==> src/timer16_pkg.sv <==
// shared constants and carrier types for the 16-bit timer register slice
package timer16_pkg;
    // register addresses
    localparam logic [7:0] ADDR_FLAG_T1 = 8'h36;
    localparam logic [7:0] ADDR_MASK_T1 = 8'h37;
    localparam logic [7:0] ADDR_FLAG_T3 = 8'h7c;
    localparam logic [7:0] ADDR_MASK_T3 = 8'h7d;
    localparam logic [7:0] ADDR_CAP_LO = 8'h80;
    localparam logic [7:0] ADDR_CAP_HI = 8'h81;
    localparam logic [7:0] ADDR_CMP_LO [0:2] = '{8'h86, 8'h84, 8'h82};
    localparam logic [7:0] ADDR_CMP_HI [0:2] = '{8'h87, 8'h85, 8'h83};
    localparam logic [7:0] ADDR_CNT_LO = 8'h88;
    localparam logic [7:0] ADDR_CNT_HI = 8'h89;
    localparam logic [7:0] ADDR_CTRL_B = 8'h8a;
    localparam logic [7:0] ADDR_CTRL_A = 8'h8b;
    localparam logic [7:0] ADDR_CTRL_C = 8'h8c;
    // field positions
    localparam int T1_FIELD_LSB = 2;
    localparam int T3_FIELD_LSB = 1;
    localparam int EDGE_SEL_BIT = 6;
    localparam int WGM_HI_LSB = 3;
    localparam int CLK_SEL_LSB = 0;
    localparam int FORCE_BIT [0:2] = '{7, 6, 5};
    localparam int COM_LSB [0:2] = '{6, 4, 2};
    // reset values
    localparam logic [7:0] RESET_BYTE = 8'h00;
    localparam logic [15:0] RESET_WORD = 16'h0000;
    // clock source codes
    localparam logic [2:0] CS_STOP = 3'h0;
    localparam logic [2:0] CS_DIV1 = 3'h1;
    localparam logic [2:0] CS_DIV8 = 3'h2;
    localparam logic [2:0] CS_DIV64 = 3'h3;
    localparam logic [2:0] CS_DIV256 = 3'h4;
    localparam logic [2:0] CS_DIV1024 = 3'h5;
    localparam logic [2:0] CS_EXT_FALL = 3'h6;
    localparam logic [2:0] CS_EXT_RISE = 3'h7;
    // prescaler terminal masks (divide by 8, 64, 256, 1024)
    localparam logic [9:0] PRE_MASK8 = 10'h007;
    localparam logic [9:0] PRE_MASK64 = 10'h03f;
    localparam logic [9:0] PRE_MASK256 = 10'h0ff;
    localparam logic [9:0] PRE_MASK1024 = 10'h3ff;
    // waveform modes and fixed tops
    localparam logic [3:0] WGM_NORMAL = 4'h0;
    localparam logic [3:0] WGM_CTC_CMP = 4'h4;
    localparam logic [3:0] WGM_CTC_CAP = 4'hc;
    localparam logic [15:0] TOP_8BIT = 16'h00ff;
    localparam logic [15:0] TOP_9BIT = 16'h01ff;
    localparam logic [15:0] TOP_10BIT = 16'h03ff;
    localparam logic [15:0] TOP_MAX = 16'hffff;
    // compare output actions
    localparam logic [1:0] COM_OFF = 2'h0;
    localparam logic [1:0] COM_TOGGLE = 2'h1;
    localparam logic [1:0] COM_CLEAR = 2'h2;
    localparam logic [1:0] COM_SET = 2'h3;

    typedef struct packed {
        logic capture;
        logic matchA;
        logic matchB;
        logic overflow;
    } t1_irq_t;

    typedef struct packed {
        logic capture;
        logic matchA;
        logic matchB;
        logic overflow;
        logic matchC;
    } t3_irq_t;
endpackage

==> src/timer16_clock_force_irq_regs.sv <==
// 16-bit timer register slice: clock select, shared byte latch, compares, capture, irq masks
//
// Notes on behaviour
// clock selector: stop, io clock, /8,/64,/256,/1024, external falling or rising edge
// external pin edges count even when the port drives that pin as output
// force strobes at bits 7,6,5 act only in non-PWM waveform modes
// a force strobe makes an immediate match; pin follows current output field
// a forced match sets no flag and never clears the counter
// force strobe bits hold nothing and always read zero
// software writes zero to bits 4:0 of the force control register
// counter is two bytes moved together through one shared high-byte latch
// a counter write blocks every compare match on the next timer tick
// software avoids changing a running counter, a match may be skipped
// each compare word is checked against the counter on every timer tick
// compare writes go through the shared latch, both bytes land together
// capture loads counter on a qualifying pin or comparator event
// capture word can serve as counter top in modes selecting it
// capture reads use the shared latch so both bytes match
// first timer mask bits 5..2 gate flags with the global enable
// second timer mask bits 5..1 gate extended flags with the global enable
// software writes zero to bits 7:6 of the extended mask
// extended mask is absent in legacy compatibility mode
// normal and clear-on-match modes are the non-PWM modes
// compare flag sets on the timer tick after counter equals compare
// flags clear on service or by writing one to the bit
// write high byte then low commits; low read latches high for next read
//
// The address-and-strobe port was decided locally.
`timescale 1ns/1ps
`default_nettype none

module timer16_clock_force_irq_regs
    import timer16_pkg::*;
(
    input wire logic clk,
    input wire logic reset,
    input wire logic [7:0] regAddr,
    input wire logic [7:0] regWdata,
    input wire logic regWrite,
    input wire logic regRead,
    output logic [7:0] regRdata,
    input wire logic externalCountPin,
    input wire logic capturePin,
    input wire logic comparatorOut,
    input wire logic comparatorSelect,
    input wire logic globalIrqEnable,
    input wire logic legacyMode,
    input wire t1_irq_t t1Events,
    input wire t1_irq_t t1Service,
    input wire t3_irq_t t3Service,
    output t1_irq_t t1IrqReq,
    output t3_irq_t t3IrqReq,
    output logic [2:0] compareOutputPin
);
    localparam int CHANNELS = 3;

    logic [1:0] extSync;
    logic [1:0] capSync;
    logic [1:0] cmpSync;
    logic extPrev;
    logic srcPrev;
    logic [7:0] ctrlAReg;
    logic [7:0] ctrlBReg;
    logic [7:0] tempReg;
    logic [15:0] counterReg;
    logic [15:0] capReg;
    logic [9:0] prescReg;
    logic blockReg;
    t1_irq_t maskT1Reg;
    t3_irq_t maskT3Reg;
    t1_irq_t flagT1Reg;
    t3_irq_t flagT3Reg;
    logic [7:0] rdNext;
    logic [15:0] topValue;
    logic [15:0] cmpValue [0:CHANNELS-1];
    logic [CHANNELS-1:0] matchNow;
    logic [CHANNELS-1:0] matchSet;
    logic [CHANNELS-1:0] forceHit;
    logic [3:0] wgm;
    logic [2:0] clkSel;
    logic tick;
    logic nonPwm;
    logic capTop;
    logic atTop;
    logic cntWrite;
    logic capSrc;
    logic capEvent;
    logic capFlagSet;
    logic ovfEvent;

    assign wgm = {ctrlBReg[WGM_HI_LSB +: 2], ctrlAReg[1:0]};
    assign clkSel = ctrlBReg[CLK_SEL_LSB +: 3];
    assign nonPwm = (wgm == WGM_NORMAL) || (wgm == WGM_CTC_CMP) || (wgm == WGM_CTC_CAP);
    assign capTop = wgm[3] && !wgm[0];
    assign cntWrite = regWrite && (regAddr == ADDR_CNT_LO);
    assign atTop = (counterReg == topValue);

    // ----------------------------------------------------------------
    // pin synchronisers
    // ----------------------------------------------------------------
    // the count pin is sampled regardless of port direction, so software may toggle it
    always_ff @(posedge clk) begin
        if (reset) begin
            extSync <= 2'h0;
            capSync <= 2'h0;
            cmpSync <= 2'h0;
            extPrev <= 1'b0;
            srcPrev <= 1'b0;
        end else begin
            extSync <= {extSync[0], externalCountPin};
            capSync <= {capSync[0], capturePin};
            cmpSync <= {cmpSync[0], comparatorOut};
            extPrev <= extSync[1];
            srcPrev <= capSrc;
        end
    end

    // ----------------------------------------------------------------
    // clock source and prescaler
    // ----------------------------------------------------------------
    // free-running prescaler: a tick is one io clock wide, phase is not reset on selection
    always_ff @(posedge clk) begin
        if (reset) begin
            prescReg <= 10'h000;
        end else begin
            prescReg <= prescReg + 10'h001;
        end
    end

    // tick selection
    always_comb begin
        unique case (clkSel)
            CS_STOP: tick = 1'b0;
            CS_DIV1: tick = 1'b1;
            CS_DIV8: tick = (prescReg & PRE_MASK8) == PRE_MASK8;
            CS_DIV64: tick = (prescReg & PRE_MASK64) == PRE_MASK64;
            CS_DIV256: tick = (prescReg & PRE_MASK256) == PRE_MASK256;
            CS_DIV1024: tick = (prescReg & PRE_MASK1024) == PRE_MASK1024;
            CS_EXT_FALL: tick = extPrev && !extSync[1];
            CS_EXT_RISE: tick = !extPrev && extSync[1];
        endcase
    end

    // counter top per waveform mode; reserved mode runs to the maximum
    always_comb begin
        unique case (wgm)
            4'h1, 4'h5: topValue = TOP_8BIT;
            4'h2, 4'h6: topValue = TOP_9BIT;
            4'h3, 4'h7: topValue = TOP_10BIT;
            4'h4, 4'h9, 4'hb, 4'hf: topValue = cmpValue[0];
            4'h8, 4'ha, 4'hc, 4'he: topValue = capReg;
            default: topValue = TOP_MAX;
        endcase
    end

    // ----------------------------------------------------------------
    // counter, byte latch and match blocking
    // ----------------------------------------------------------------
    // software write wins over a tick; pwm modes only count upward here
    always_ff @(posedge clk) begin
        if (reset) begin
            counterReg <= RESET_WORD;
        end else if (cntWrite) begin
            counterReg <= {tempReg, regWdata};
        end else if (tick) begin
            counterReg <= atTop ? RESET_WORD : counterReg + 16'h0001;
        end
    end

    // a counter write holds off matches until the next tick has passed
    always_ff @(posedge clk) begin
        if (reset) begin
            blockReg <= 1'b0;
        end else if (cntWrite) begin
            blockReg <= 1'b1;
        end else if (tick) begin
            blockReg <= 1'b0;
        end
    end

    // one latch for every 16-bit word: high write fills it, a counter or capture low read loads it
    always_ff @(posedge clk) begin
        if (reset) begin
            tempReg <= RESET_BYTE;
        end else if (regWrite && (regAddr == ADDR_CNT_HI || regAddr == ADDR_CAP_HI
                || regAddr == ADDR_CMP_HI[0] || regAddr == ADDR_CMP_HI[1] || regAddr == ADDR_CMP_HI[2])) begin
            tempReg <= regWdata;
        end else if (regRead && regAddr == ADDR_CNT_LO) begin
            tempReg <= counterReg[15:8];
        end else if (regRead && regAddr == ADDR_CAP_LO) begin
            tempReg <= capReg[15:8];
        end
    end

    // ----------------------------------------------------------------
    // compare channels
    // ----------------------------------------------------------------
    for (genvar i = 0; i < CHANNELS; i++) begin : gChan
        logic [15:0] valueR;
        logic pendR;
        logic pinR;
        logic [1:0] com;

        assign com = ctrlAReg[COM_LSB[i] +: 2];
        assign cmpValue[i] = valueR;
        assign matchNow[i] = tick && (counterReg == valueR) && !blockReg;
        assign matchSet[i] = tick && pendR;
        assign forceHit[i] = regWrite && (regAddr == ADDR_CTRL_C) && regWdata[FORCE_BIT[i]] && nonPwm;
        assign compareOutputPin[i] = pinR;

        // compare word commits both bytes on the low write
        always_ff @(posedge clk) begin
            if (reset) begin
                valueR <= RESET_WORD;
            end else if (regWrite && regAddr == ADDR_CMP_LO[i]) begin
                valueR <= {tempReg, regWdata};
            end
        end

        // the flag lags the equality by one timer tick
        always_ff @(posedge clk) begin
            if (reset) begin
                pendR <= 1'b0;
            end else if (tick) begin
                pendR <= matchNow[i];
            end
        end

        // pin logic covers non-pwm actions; pwm waveforms are outside this slice
        always_ff @(posedge clk) begin
            if (reset) begin
                pinR <= 1'b0;
            end else if (forceHit[i] || (matchNow[i] && nonPwm)) begin
                unique case (com)
                    COM_OFF: pinR <= pinR;
                    COM_TOGGLE: pinR <= !pinR;
                    COM_CLEAR: pinR <= 1'b0;
                    COM_SET: pinR <= 1'b1;
                endcase
            end
        end
    end

    // ----------------------------------------------------------------
    // capture
    // ----------------------------------------------------------------
    assign capSrc = comparatorSelect ? cmpSync[1] : capSync[1];
    assign capEvent = !capTop && (ctrlBReg[EDGE_SEL_BIT] ? (capSrc && !srcPrev) : (!capSrc && srcPrev));
    assign capFlagSet = capEvent || (capTop && tick && atTop);
    assign ovfEvent = tick && (nonPwm ? counterReg == TOP_MAX : atTop);

    // a software write wins over a simultaneous capture
    always_ff @(posedge clk) begin
        if (reset) begin
            capReg <= RESET_WORD;
        end else if (regWrite && regAddr == ADDR_CAP_LO) begin
            capReg <= {tempReg, regWdata};
        end else if (capEvent) begin
            capReg <= counterReg;
        end
    end

    // ----------------------------------------------------------------
    // control, masks, flags and requests
    // ----------------------------------------------------------------
    // force bits are strobes: nothing of the force register is stored
    always_ff @(posedge clk) begin
        if (reset) begin
            ctrlAReg <= RESET_BYTE;
            ctrlBReg <= RESET_BYTE;
            maskT1Reg <= '0;
            maskT3Reg <= '0;
        end else if (regWrite) begin
            if (regAddr == ADDR_CTRL_A) ctrlAReg <= regWdata;
            if (regAddr == ADDR_CTRL_B) ctrlBReg <= regWdata & 8'hdf;
            if (regAddr == ADDR_MASK_T1) maskT1Reg <= regWdata[T1_FIELD_LSB +: 4];
            if (regAddr == ADDR_MASK_T3 && !legacyMode) maskT3Reg <= regWdata[T3_FIELD_LSB +: 5];
        end
    end

    // set wins over clear; forced matches never reach the set terms
    always_ff @(posedge clk) begin
        if (reset) begin
            flagT1Reg <= '0;
            flagT3Reg <= '0;
        end else begin
            flagT1Reg <= (flagT1Reg & ~(t1Service | ((regWrite && regAddr == ADDR_FLAG_T1)
                ? regWdata[T1_FIELD_LSB +: 4] : 4'h0))) | t1Events;
            flagT3Reg <= (flagT3Reg & ~(t3Service | ((regWrite && regAddr == ADDR_FLAG_T3)
                ? regWdata[T3_FIELD_LSB +: 5] : 5'h00)))
                | {capFlagSet, matchSet[0], matchSet[1], ovfEvent, matchSet[2]};
        end
    end

    // requests are registered; the extended mask counts as clear in legacy mode
    always_ff @(posedge clk) begin
        if (reset) begin
            t1IrqReq <= '0;
            t3IrqReq <= '0;
        end else begin
            t1IrqReq <= flagT1Reg & maskT1Reg & {4{globalIrqEnable}};
            t3IrqReq <= flagT3Reg & maskT3Reg & {5{globalIrqEnable && !legacyMode}};
        end
    end

    // ----------------------------------------------------------------
    // read path
    // ----------------------------------------------------------------
    always_comb begin
        rdNext = RESET_BYTE;
        unique case (regAddr)
            ADDR_FLAG_T1: rdNext = {2'h0, flagT1Reg, 2'h0};
            ADDR_MASK_T1: rdNext = {2'h0, maskT1Reg, 2'h0};
            ADDR_FLAG_T3: rdNext = {2'h0, flagT3Reg, 1'b0};
            ADDR_MASK_T3: rdNext = legacyMode ? RESET_BYTE : {2'h0, maskT3Reg, 1'b0};
            ADDR_CTRL_A: rdNext = ctrlAReg;
            ADDR_CTRL_B: rdNext = ctrlBReg;
            ADDR_CTRL_C: rdNext = RESET_BYTE;
            ADDR_CNT_LO: rdNext = counterReg[7:0];
            ADDR_CNT_HI: rdNext = tempReg;
            ADDR_CAP_LO: rdNext = capReg[7:0];
            ADDR_CAP_HI: rdNext = tempReg;
            ADDR_CMP_LO[0]: rdNext = cmpValue[0][7:0];
            ADDR_CMP_HI[0]: rdNext = cmpValue[0][15:8];
            ADDR_CMP_LO[1]: rdNext = cmpValue[1][7:0];
            ADDR_CMP_HI[1]: rdNext = cmpValue[1][15:8];
            ADDR_CMP_LO[2]: rdNext = cmpValue[2][7:0];
            ADDR_CMP_HI[2]: rdNext = cmpValue[2][15:8];
            default: rdNext = RESET_BYTE;
        endcase
    end

    // read data stands only in the cycle after the strobe
    always_ff @(posedge clk) begin
        if (reset) begin
            regRdata <= RESET_BYTE;
        end else begin
            regRdata <= regRead ? rdNext : RESET_BYTE;
        end
    end
endmodule // timer16_clock_force_irq_regs

`default_nettype wire

==> config.mk <==
export PLATFORM = sky130hd
export DESIGN_NAME = timer16_clock_force_irq_regs
export DESIGN_NICKNAME = d
export VERILOG_FILES = /design/src/timer16_pkg.sv /design/src/timer16_clock_force_irq_regs.sv
export SDC_FILE = /design/constraint.sdc
export NUM_CORES = 1
export LEC_CHECK = 0
export BUFFER_PORTS_ARGS = -buffer_cell sky130_fd_sc_hd__buf_2
export CAP_MARGIN = 15
export CORE_MARGIN = 2
export CORE_UTILIZATION = 40
export CTS_CLUSTER_DIAMETER = 40
export DETAILED_ROUTE_END_ITERATION = 6
export PLACE_DENSITY = 0.62
export SLEW_MARGIN = 25
export SYNTH_ARGS = -nofsm -noshare
export SYNTH_HDL_FRONTEND = slang
export SYNTH_SLANG_ARGS = --single-unit
==> constraint.sdc <==
create_clock -name clk -period 3.59 [get_ports clk]
set_clock_uncertainty 0.15 [all_clocks]
set_input_delay 0 -clock clk [delete_from_list [all_inputs] [get_ports clk]]
set_output_delay 0 -clock clk [all_outputs]
set_load 0.01 [all_outputs]
# [After elaboration in Yosys (flattened, before gate mapping)]
# Index checks and enable logic that the tools add are counted.
[totals] register_bits=163 latchBits=0 ramBits=0 mem_bits_ro=0 output_inout_bits=20 n_memories=0
[classes] addsub=2 n_mul=0 n_div=0 magnitude_cmp=0 n_eq_ne=56 shift=0 mux=22 n_bitwise=16 reduce_logical=83
[ops] operator="8-bit case mux with 15 select lines" count=1
[ops] operator="8-bit equality test, second input constant" count=14
[ops] operator="16-bit two-way mux" count=5
[ops] operator="16-bit case mux with 5 select lines" count=1
[ops] operator="16-bit equality test" count=4
[ops] operator="1-bit logical AND" count=40
[ops] operator="4-bit equality test, second input constant" count=7
[ops] operator="8-bit two-way mux" count=3
[ops] operator="16-bit by 1-bit adder with 16-bit output, second input constant" count=1
[ops] operator="16-bit equality test, second input constant" count=1
[ops] operator="4-bit by 3-bit equality test with 1-bit output, second input constant" count=4
[ops] operator="8-bit by 6-bit equality test with 1-bit output, second input constant" count=2
[ops] operator="8-bit by 7-bit equality test with 1-bit output, second input constant" count=2
[ops] operator="5-bit AND" count=3
[ops] operator="3-bit equality test, second input constant" count=5
[ops] operator="2-bit AND reduction" count=7
[ops] operator="4-bit AND" count=3
[ops] operator="2-bit equality test, second input constant" count=6
[ops] operator="1-bit logical NOT" count=11
[ops] operator="10-bit by 1-bit adder with 10-bit output, second input constant" count=1
[ops] operator="10-bit equality test, second input constant" count=1
[ops] operator="1-bit logical OR" count=10
[ops] operator="5-bit OR" count=2
[ops] operator="2-bit OR reduction" count=5
[ops] operator="22 further kinds" count=40

# [Logic depth before layout (Yosys ltp)]
# Gate-level depths: netlist of run 1.
[depth] depth_word=8 ltp_mapped=12

# [Worst setup path before layout of run 1]
# No wires, ideal clock.
[synth_timing] path_kind="reg-to-reg" start="register prescReg[0]" end="register counterReg[11]" arrival_ps=2368 required_time_ps=3354 path_slack_ps=987 path_stages_with_launch=11 period_less_slack_ps=2603 path_cell_list="dfxtp_1 > ha_1 > and3_1 > and3_1 > and3_1 > o311ai_1 > buf_2 > buf_1 > nor2_1 > xnor2_1 > a211oi_1"
[synth_between] elab_chain_cells=3
[synth_lines] element="start, declared" line="timer16_clock_force_irq_regs.sv:67" text="logic [9:0] prescReg;"
[synth_lines] element="start signal, assigned" line="timer16_clock_force_irq_regs.sv:126" text="prescReg <= prescReg + 10'h001;"
[synth_lines] element="10-bit equality test (tied with other cells)" line="timer16_clock_force_irq_regs.sv:138" text="CS_DIV1024: tick = (prescReg & PRE_MASK1024) == PRE_MASK1024;"
[synth_lines] element="1-bit case mux with 8 select lines *" line="timer16_clock_force_irq_regs.sv:132" text="unique case (clkSel)"
[synth_lines] element="2-bit nonzero test (no source line) *"
[synth_lines] element="end signal, assigned" line="timer16_clock_force_irq_regs.sv:164" text="counterReg <= {tempReg, regWdata};"
[synth_lines] element="end signal, assigned" line="timer16_clock_force_irq_regs.sv:166" text="counterReg <= atTop ? RESET_WORD : counterReg + 16'h0001;"
[synth_lines] element="end, declared" line="timer16_clock_force_irq_regs.sv:65" text="logic [15:0] counterReg;"
# Every way passes the cells marked *; elsewhere a longest branch is shown, timed or not.
# A chain may end at the register's enable or synchronous reset.

# [Worst setup path after layout of run 1]
[layout_timing] start="register ctrlBReg[4]" end="register counterReg[0]"
[layout_between] elab_chain_cells=7
[layout_lines] element="start, declared" line="timer16_clock_force_irq_regs.sv:63" text="logic [7:0] ctrlBReg;"
[layout_lines] element="start signal, assigned" line="timer16_clock_force_irq_regs.sv:275" text="if (regAddr == ADDR_CTRL_B) ctrlBReg <= regWdata & 8'hdf;"
[layout_lines] element="4-bit equality test (tied with other cells)" line="timer16_clock_force_irq_regs.sv:146" text="unique case (wgm)"
[layout_lines] element="4-bit OR reduction or 2-bit OR reduction (tied branches)" line="timer16_clock_force_irq_regs.sv:146"
[layout_lines] element="16-bit case mux with 5 select lines *" line="timer16_clock_force_irq_regs.sv:146"
[layout_lines] element="16-bit equality test *" line="timer16_clock_force_irq_regs.sv:96" text="assign atTop = (counterReg == topValue);"
[layout_lines] element="16-bit two-way mux *" line="timer16_clock_force_irq_regs.sv:166"
[layout_lines] element="16-bit two-way mux *" line="timer16_clock_force_irq_regs.sv:165" text="end else if (tick) begin"
[layout_lines] element="16-bit two-way mux *" line="timer16_clock_force_irq_regs.sv:163" text="end else if (cntWrite) begin"
# Every way passes the cells marked *; elsewhere a longest branch is shown, timed or not. The select of a mux whose other input is x is not followed.

==> results.toml, run 1 <==
[cts]
cts-buffers-inserted = 17
post_cts_resized = 0
cts_root_buffer = "clkbuf_16"
ctsHtreeMaxLevel = 4
numClockSinks = 163
tritoncts = "built"
path_clk_slew_ps = 70
insertion_delay_ps = 440
cts.path.max_buffers = 2

[min_path]
worstHoldPathType = "primary input to register"
hold_end = "regRdata[3]"
min_path_cells = 3
hold_start = "regRead"

[timing]
slew_headroom_pct = 42.82
setup_viol = 0
finalCritPeriodShare_pct = 86.01
timing.fmax_mhz = 323.8
drv_slew = 0
hold_violations = 0
fin_worst_hold_slack_ps = 55.92
tns_ps = 0
worstMarginPinSlew_ps = 857.7
final.min_clock_period_ps = 3088
rsz0062_at_grt = "false"

[logic_synthesis]
ys.flop_type = "dfxtp_1"
syn_inst = 1099
synthAdderAreaFrac_pct = 0.4345
synth_top_area_cell = "dfxtp_1"
synth_area_leaders = "dfxtp_1 (38%), nand2_1 (6.3%), a21oi_1 (6.1%)"
seq_area_frac_synth_pct = 37.78
synth_cell_type_count = 70
synthXorXnorAreaFrac_pct = 6.692
synth-seq-cells = 163
synthArstFlopShare_pct = 0
synthSimpleGateAreaFrac_pct = 25.81
muxShareOfSynthArea_pct = 4.056
ys_warn_count = 0
synth_top_cell_area_share_pct = 37.78
synthesis.area_sq_um = 8638
synth-compound-area-share_pct = 19.41
synth_enable_flop_cells = 0
synth_top_family_by_area = "simple AND/OR/NAND/NOR gates"
syn-num-nets = 1141
syn_avg_cell_area_sq_um = 7.860

[finish]
stdcell_count = 1423
area_growth_pct = 15.69
fin_nets = 1177
drive_gt1_share_pct = 12.11
final_cell_mix = "dfxtp_1 (163), nand2_1 (146), a21oi_1 (105)"
final_common_cell = "dfxtp_1"
diodes = 0

[drt]
avgRoutedWirePerCell_microns = 22.74
drt_wl_total_mm = 32.36
drt_pass1_iterations = 7
drc_errors = 0
ant_nets = 0
drt_iter0_drc = 1083
vias_per_cell = 6.119
vias = 8708

[global_route]
grt_max_degree = 77
antenna_found_initial = 1
grt_pass1_vias = 7930
overflow = 0
grtUsageTotal_pct = 28.77
grt_pass1_wl_mm = 48.74

[worst_setup_path]
worst-setup-path-type = "register to register"
critPathSlowestCell = "dfxtp_1"
critPathMaxFanout = 19
cp_data_arrival_time_ps = 3230
end_kind = "register"
critPathLaunchType = "register"
r2r_slack_ps = 500
cpMostUsedCell = "nand4_1"
crit_chain = "nand2b_1 -> o21a_1 -> o21ai_0 -> nand4_1 -> nor4b_1 -> nand4_1 -> buf_4 -> nand3_1 -> a211oi_1"
r2r_start = "ctrlBReg[4]"
critPathRequiredTime_ps = 3730
reg2reg_to = "counterReg[0]"
slowest_delay_ps = 740
rr_worst_depth = 9

[power]
power_density_nw_per_um2 = 414.1
fin_total_pwr_uw = 4139
vdd_drop_max_mv = 0.3284
total_leakage_power_uw = 0.003872

[die]
coreArea_sq_um = 21090
die_y_microns = 151.0
die_w_microns = 151.0
dieArea_sq_um = 22790
initial_core_util_pct = 40.96
io_pins = 59
row_count = 53

[placement]
dp.final_hpwl_mm = 21.78
gp_congestion = 0.9722
numPortBuffers = 58
placed_cells = 1361

[job]
maxCapViolCount = 0

[status]
status = "completed"
## critical path: cells and delay by family (launching register included)
family                 cells  cell delay (ps)
AND/OR/NAND/NOR            5             1150
buffers and inverters      1              230
flip-flops                 1              740
AO/OA/AOI/OAI              3              670
## registers in the layout, summed over array words and instances (netlist names), 3 cells and up
name          flops
flagT3Reg         5
t3IrqReq          5
gChan.pendR       3
gChan.pinR        3
counterReg       16
prescReg         10
maskT3Reg         5
regRdata          8
t1IrqReq          4
ctrlAReg          8
tempReg           8
ctrlBReg          7
gChan.valueR     48
maskT1Reg         4
capReg           16
flagT1Reg         4
## cells in the mapped netlist, drive strengths merged, types with 21 or more instances
library cell and number:
a211oi 26, a21oi 105, and3 27, buf 23, clkbuf 73, dfxtp 163
inv 28, nand2 146, nand3 68, nor2 102, nor2b 22, nor3 21
o21ai 28, xor2 53
## layout make-up
type | instances | area [sq um]
timing repair buffer | 113 | 780.7
inverter | 28 | 105.1
multi-input combinational | 812 | 4890
tap | 275 | 344.1
clock buffer | 19 | 452.9
sequential | 163 | 3263
fill | 2076 | 11090
clock inverter | 13 | 157.7
## through the flow
stage	worst slack, ps	instance area (sq um)	util (%)
2_1_floorplan	986.6	8638	-
3_3_place_gp	575.4	9082	43.07
3_5_place_dp	578.5	9082	43.07
4_1_cts	566.6	9993	47.39
5_1_grt	280.8	9993	47.39
6_report	502.1	9993	47.39
## how the worst max path moves through the flow
stage	from	to	slack, ps	cells past startpoint
after floorplan	prescReg[0]	counterReg[11]	990	10
after CTS	ctrlBReg[4]	counterReg[0]	570	9
after detailed placement	ctrlBReg[4]	counterReg[9]	580	9
after global placement	ctrlBReg[4]	counterReg[0]	580	9
final	ctrlBReg[4]	counterReg[0]	500	9
after global routing	ctrlBReg[4]	flagT3Reg[1]	280	9
## kinds of logic (layout without fill, tap and decap cells)
logic type | count (synthesis) | after routing
multiplexers | 29 | 29
XOR/XNOR | 66 | 66
adder cells (fa/ha/maj) | 3 | 3
AND/OR/NAND/NOR | 458 | 458
flip-flops | 163 | 163
buffers and inverters | 124 | 173
AO/OA/AOI/OAI | 256 | 256
## layer usage
metal | wire (microns) | track usage, %
met1 | 13470 | 39.18
met3 | 3338 | 6.506
met2 | 14090 | 43.50
met5 | 12 | 0
met4 | 1453 | 12.94
## power by group
part	internal (uW)	leakage (uW)	total, uW	switching, uW
registers	1830	0.00132	1890	52.7
clock network	1030	0.000301	1910	879
logic	122	0.00225	340	218
## timing repair
item | CTS | global route
endpoints found under the hold margin | 98 | 0
buffers inserted | 0 | 0
hold buffers | 30 | 0
(Power assumes the default switching activity.)
==> inputs of run 2 (changes only) <==
--- a/config.mk
+++ b/config.mk
@@ -12,2 +12,3 @@
 export CTS_CLUSTER_DIAMETER = 40
+export CTS_CLUSTER_SIZE = 40
 export DETAILED_ROUTE_END_ITERATION = 6
==> constraint.sdc (replaced) <==
create_clock -name clk -period 3.59 [get_ports clk]
set_clock_uncertainty 0.15 [all_clocks]
set_input_delay 0.359 -clock clk [delete_from_list [all_inputs] [get_ports clk]]
set_output_delay 0.359 -clock clk [all_outputs]
set_load 0.01 [all_outputs]
==> results.toml, run 2 (synthesis results as in run 1) <==
[finish]
nFillCells = 2112
final_cell_mix = "dfxtp_1 (163), nand2_1 (146), a21oi_1 (105)"
final_common_cell = "dfxtp_1"
largest_registers = "gChan.valueR: 48 flops, capReg: 16 flops, counterReg: 16 flops"
largest_register_ffs = 48
area_growth_pct = 13.18
fin_nets = 1157
final_util_pct = 46.36
diodes = 0
largest_register = "gChan.valueR"
drive_gt1_share_pct = 12.68

[global_route]
antenna_found_initial = 0
grt_max_degree = 60
grtUsageTotal_pct = 27.80
overflow = 0
grt_pass1_wl_mm = 47.40
grt_pass1_vias = 7791

[placement]
dp.final_hpwl_mm = 21.48
gp_congestion = 0.9749
numPortBuffers = 58

[cts]
insertion_delay_ps = 440
post_cts_resized = 0
tritoncts = "built"
cts_setup_buffers = 0
path_clk_slew_ps = 70
cts_root_buffer = "clkbuf_16"
holdBufCountCts = 6
ctsHtreeMaxLevel = 4
cts.path.max_buffers = 2
cts-buffers-inserted = 17
numClockSinks = 163

[worst_setup_path]
critPathMaxFanout = 19
cpLargestDelayFamily = "simple AND/OR/NAND/NOR gates"
cp_num_buf_inv = 1
cp_data_arrival_time_ps = 3340
end_kind = "register"
slowest_delay_ps = 760
critPathRequiredTime_ps = 3770
critPathSlowestCell = "dfxtp_1"
worst-setup-path-type = "register to register"
crit_chain = "nand2b_1 -> o21a_1 -> a221oi_2 -> nand4_1 -> nor4b_1 -> nand4_1 -> buf_4 -> or2_1 -> a31o_1"
critPathLaunchType = "register"
cpMostUsedCell = "nand4_1"

[power]
vdd_drop_max_mv = 0.3512
p_int_uw = 2950
switching_share_pct = 27.80
power_density_nw_per_um2 = 417.9
power_switching_uw = 1136
p_comb_share_pct = 7.8
fin_total_pwr_uw = 4086
p_clk_share_pct = 46.2
total_leakage_power_uw = 0.003788
seq_power_share_pct = 46.0

[die]
io_pins = 59
dieArea_sq_um = 22790
die_w_microns = 151.0
die_y_microns = 151.0
coreArea_sq_um = 21090
row_count = 53
initial_core_util_pct = 40.96

[timing]
tns_ps = 0
final.min_clock_period_ps = 3164
fin_worst_hold_slack_ps = -1.970
setup_viol = 0
worstMarginPinSlew_ps = 722.8
rsz0062_at_grt = "false"
drv_slew = 0
timing.fmax_mhz = 316.1
slew_headroom_pct = 51.64
hold_violations = 1
finalCritPeriodShare_pct = 88.13

[drt]
drc_errors = 0
vias = 8575
avgRoutedWirePerCell_microns = 22.40
drt_wl_total_mm = 31.42
vias_per_cell = 6.112
drt_pass1_iterations = 6
ant_nets = 0
drt_iter0_drc = 1029

[status]
violations = "negative hold slack"
status = "complete, but fails checks"

[job]
maxCapViolCount = 0

[min_path]
worstHoldPathType = "primary input to register"
-- run 2: power by group through the flow --
stage | combinational, uW | clock [uW] | sequential [uW]
6_report | 318 | 1890 | 1880
3_5_place_dp | 306 | 0 | 1920
2_1_floorplan | 214 | 0 | 1880
4_1_cts | 312 | 1900 | 1880
3_3_place_gp | 306 | 0 | 1920
5_1_grt | 340 | 1970 | 1880
-- run 2: worst paths after layout --
kind / startpoint / to / slack (ps) / depth (start not counted)
max: ctrlBReg[4] / counterReg[12] / 430 / 9
min: externalCountPin / extSync[0] / -2 / 2
max reg2reg: ctrlBReg[4] / counterReg[12] / 430 / 9
min reg2reg: capSync[0] / capSync[1] / 290 / 1
-- run 2: per-stage QoR --
step / cells / hold slack (ps) / setup slack, ps / area, sq um
after floorplan: 1099 / 263.8 / 986.6 / 8638
after global placement: 1365 / 266.0 / 541.5 / 9112
after detailed placement: 1365 / 284.4 / 545.7 / 9112
after CTS: 1403 / 0.8701 / 489.1 / 9777
after global routing: 1403 / 15.85 / 273.4 / 9777
final: 1403 / -1.970 / 426.1 / 9777
-- run 2: cell type report --
class	instances	area [sq um]	share of cell area, %
well taps	275	344.1	3.519
clock buffers	18	439.2	4.492
clock inverters	14	165.2	1.689
multi-input cells	812	4890	50.01
repair buffers	93	570.5	5.836
inverters	28	105.1	1.075
flip-flops and latches	163	3263	33.38
-- run 2: routing by layer --
metal  track usage, %  vias to the layer above  part of all wire (%)
li1                 -                     3945                     -
met1            37.88                     4040                    43
met4            14.07                        0                   4.8
met2            41.57                      490                    43
met3            5.783                      100                   9.2
met5                0                        -                     0
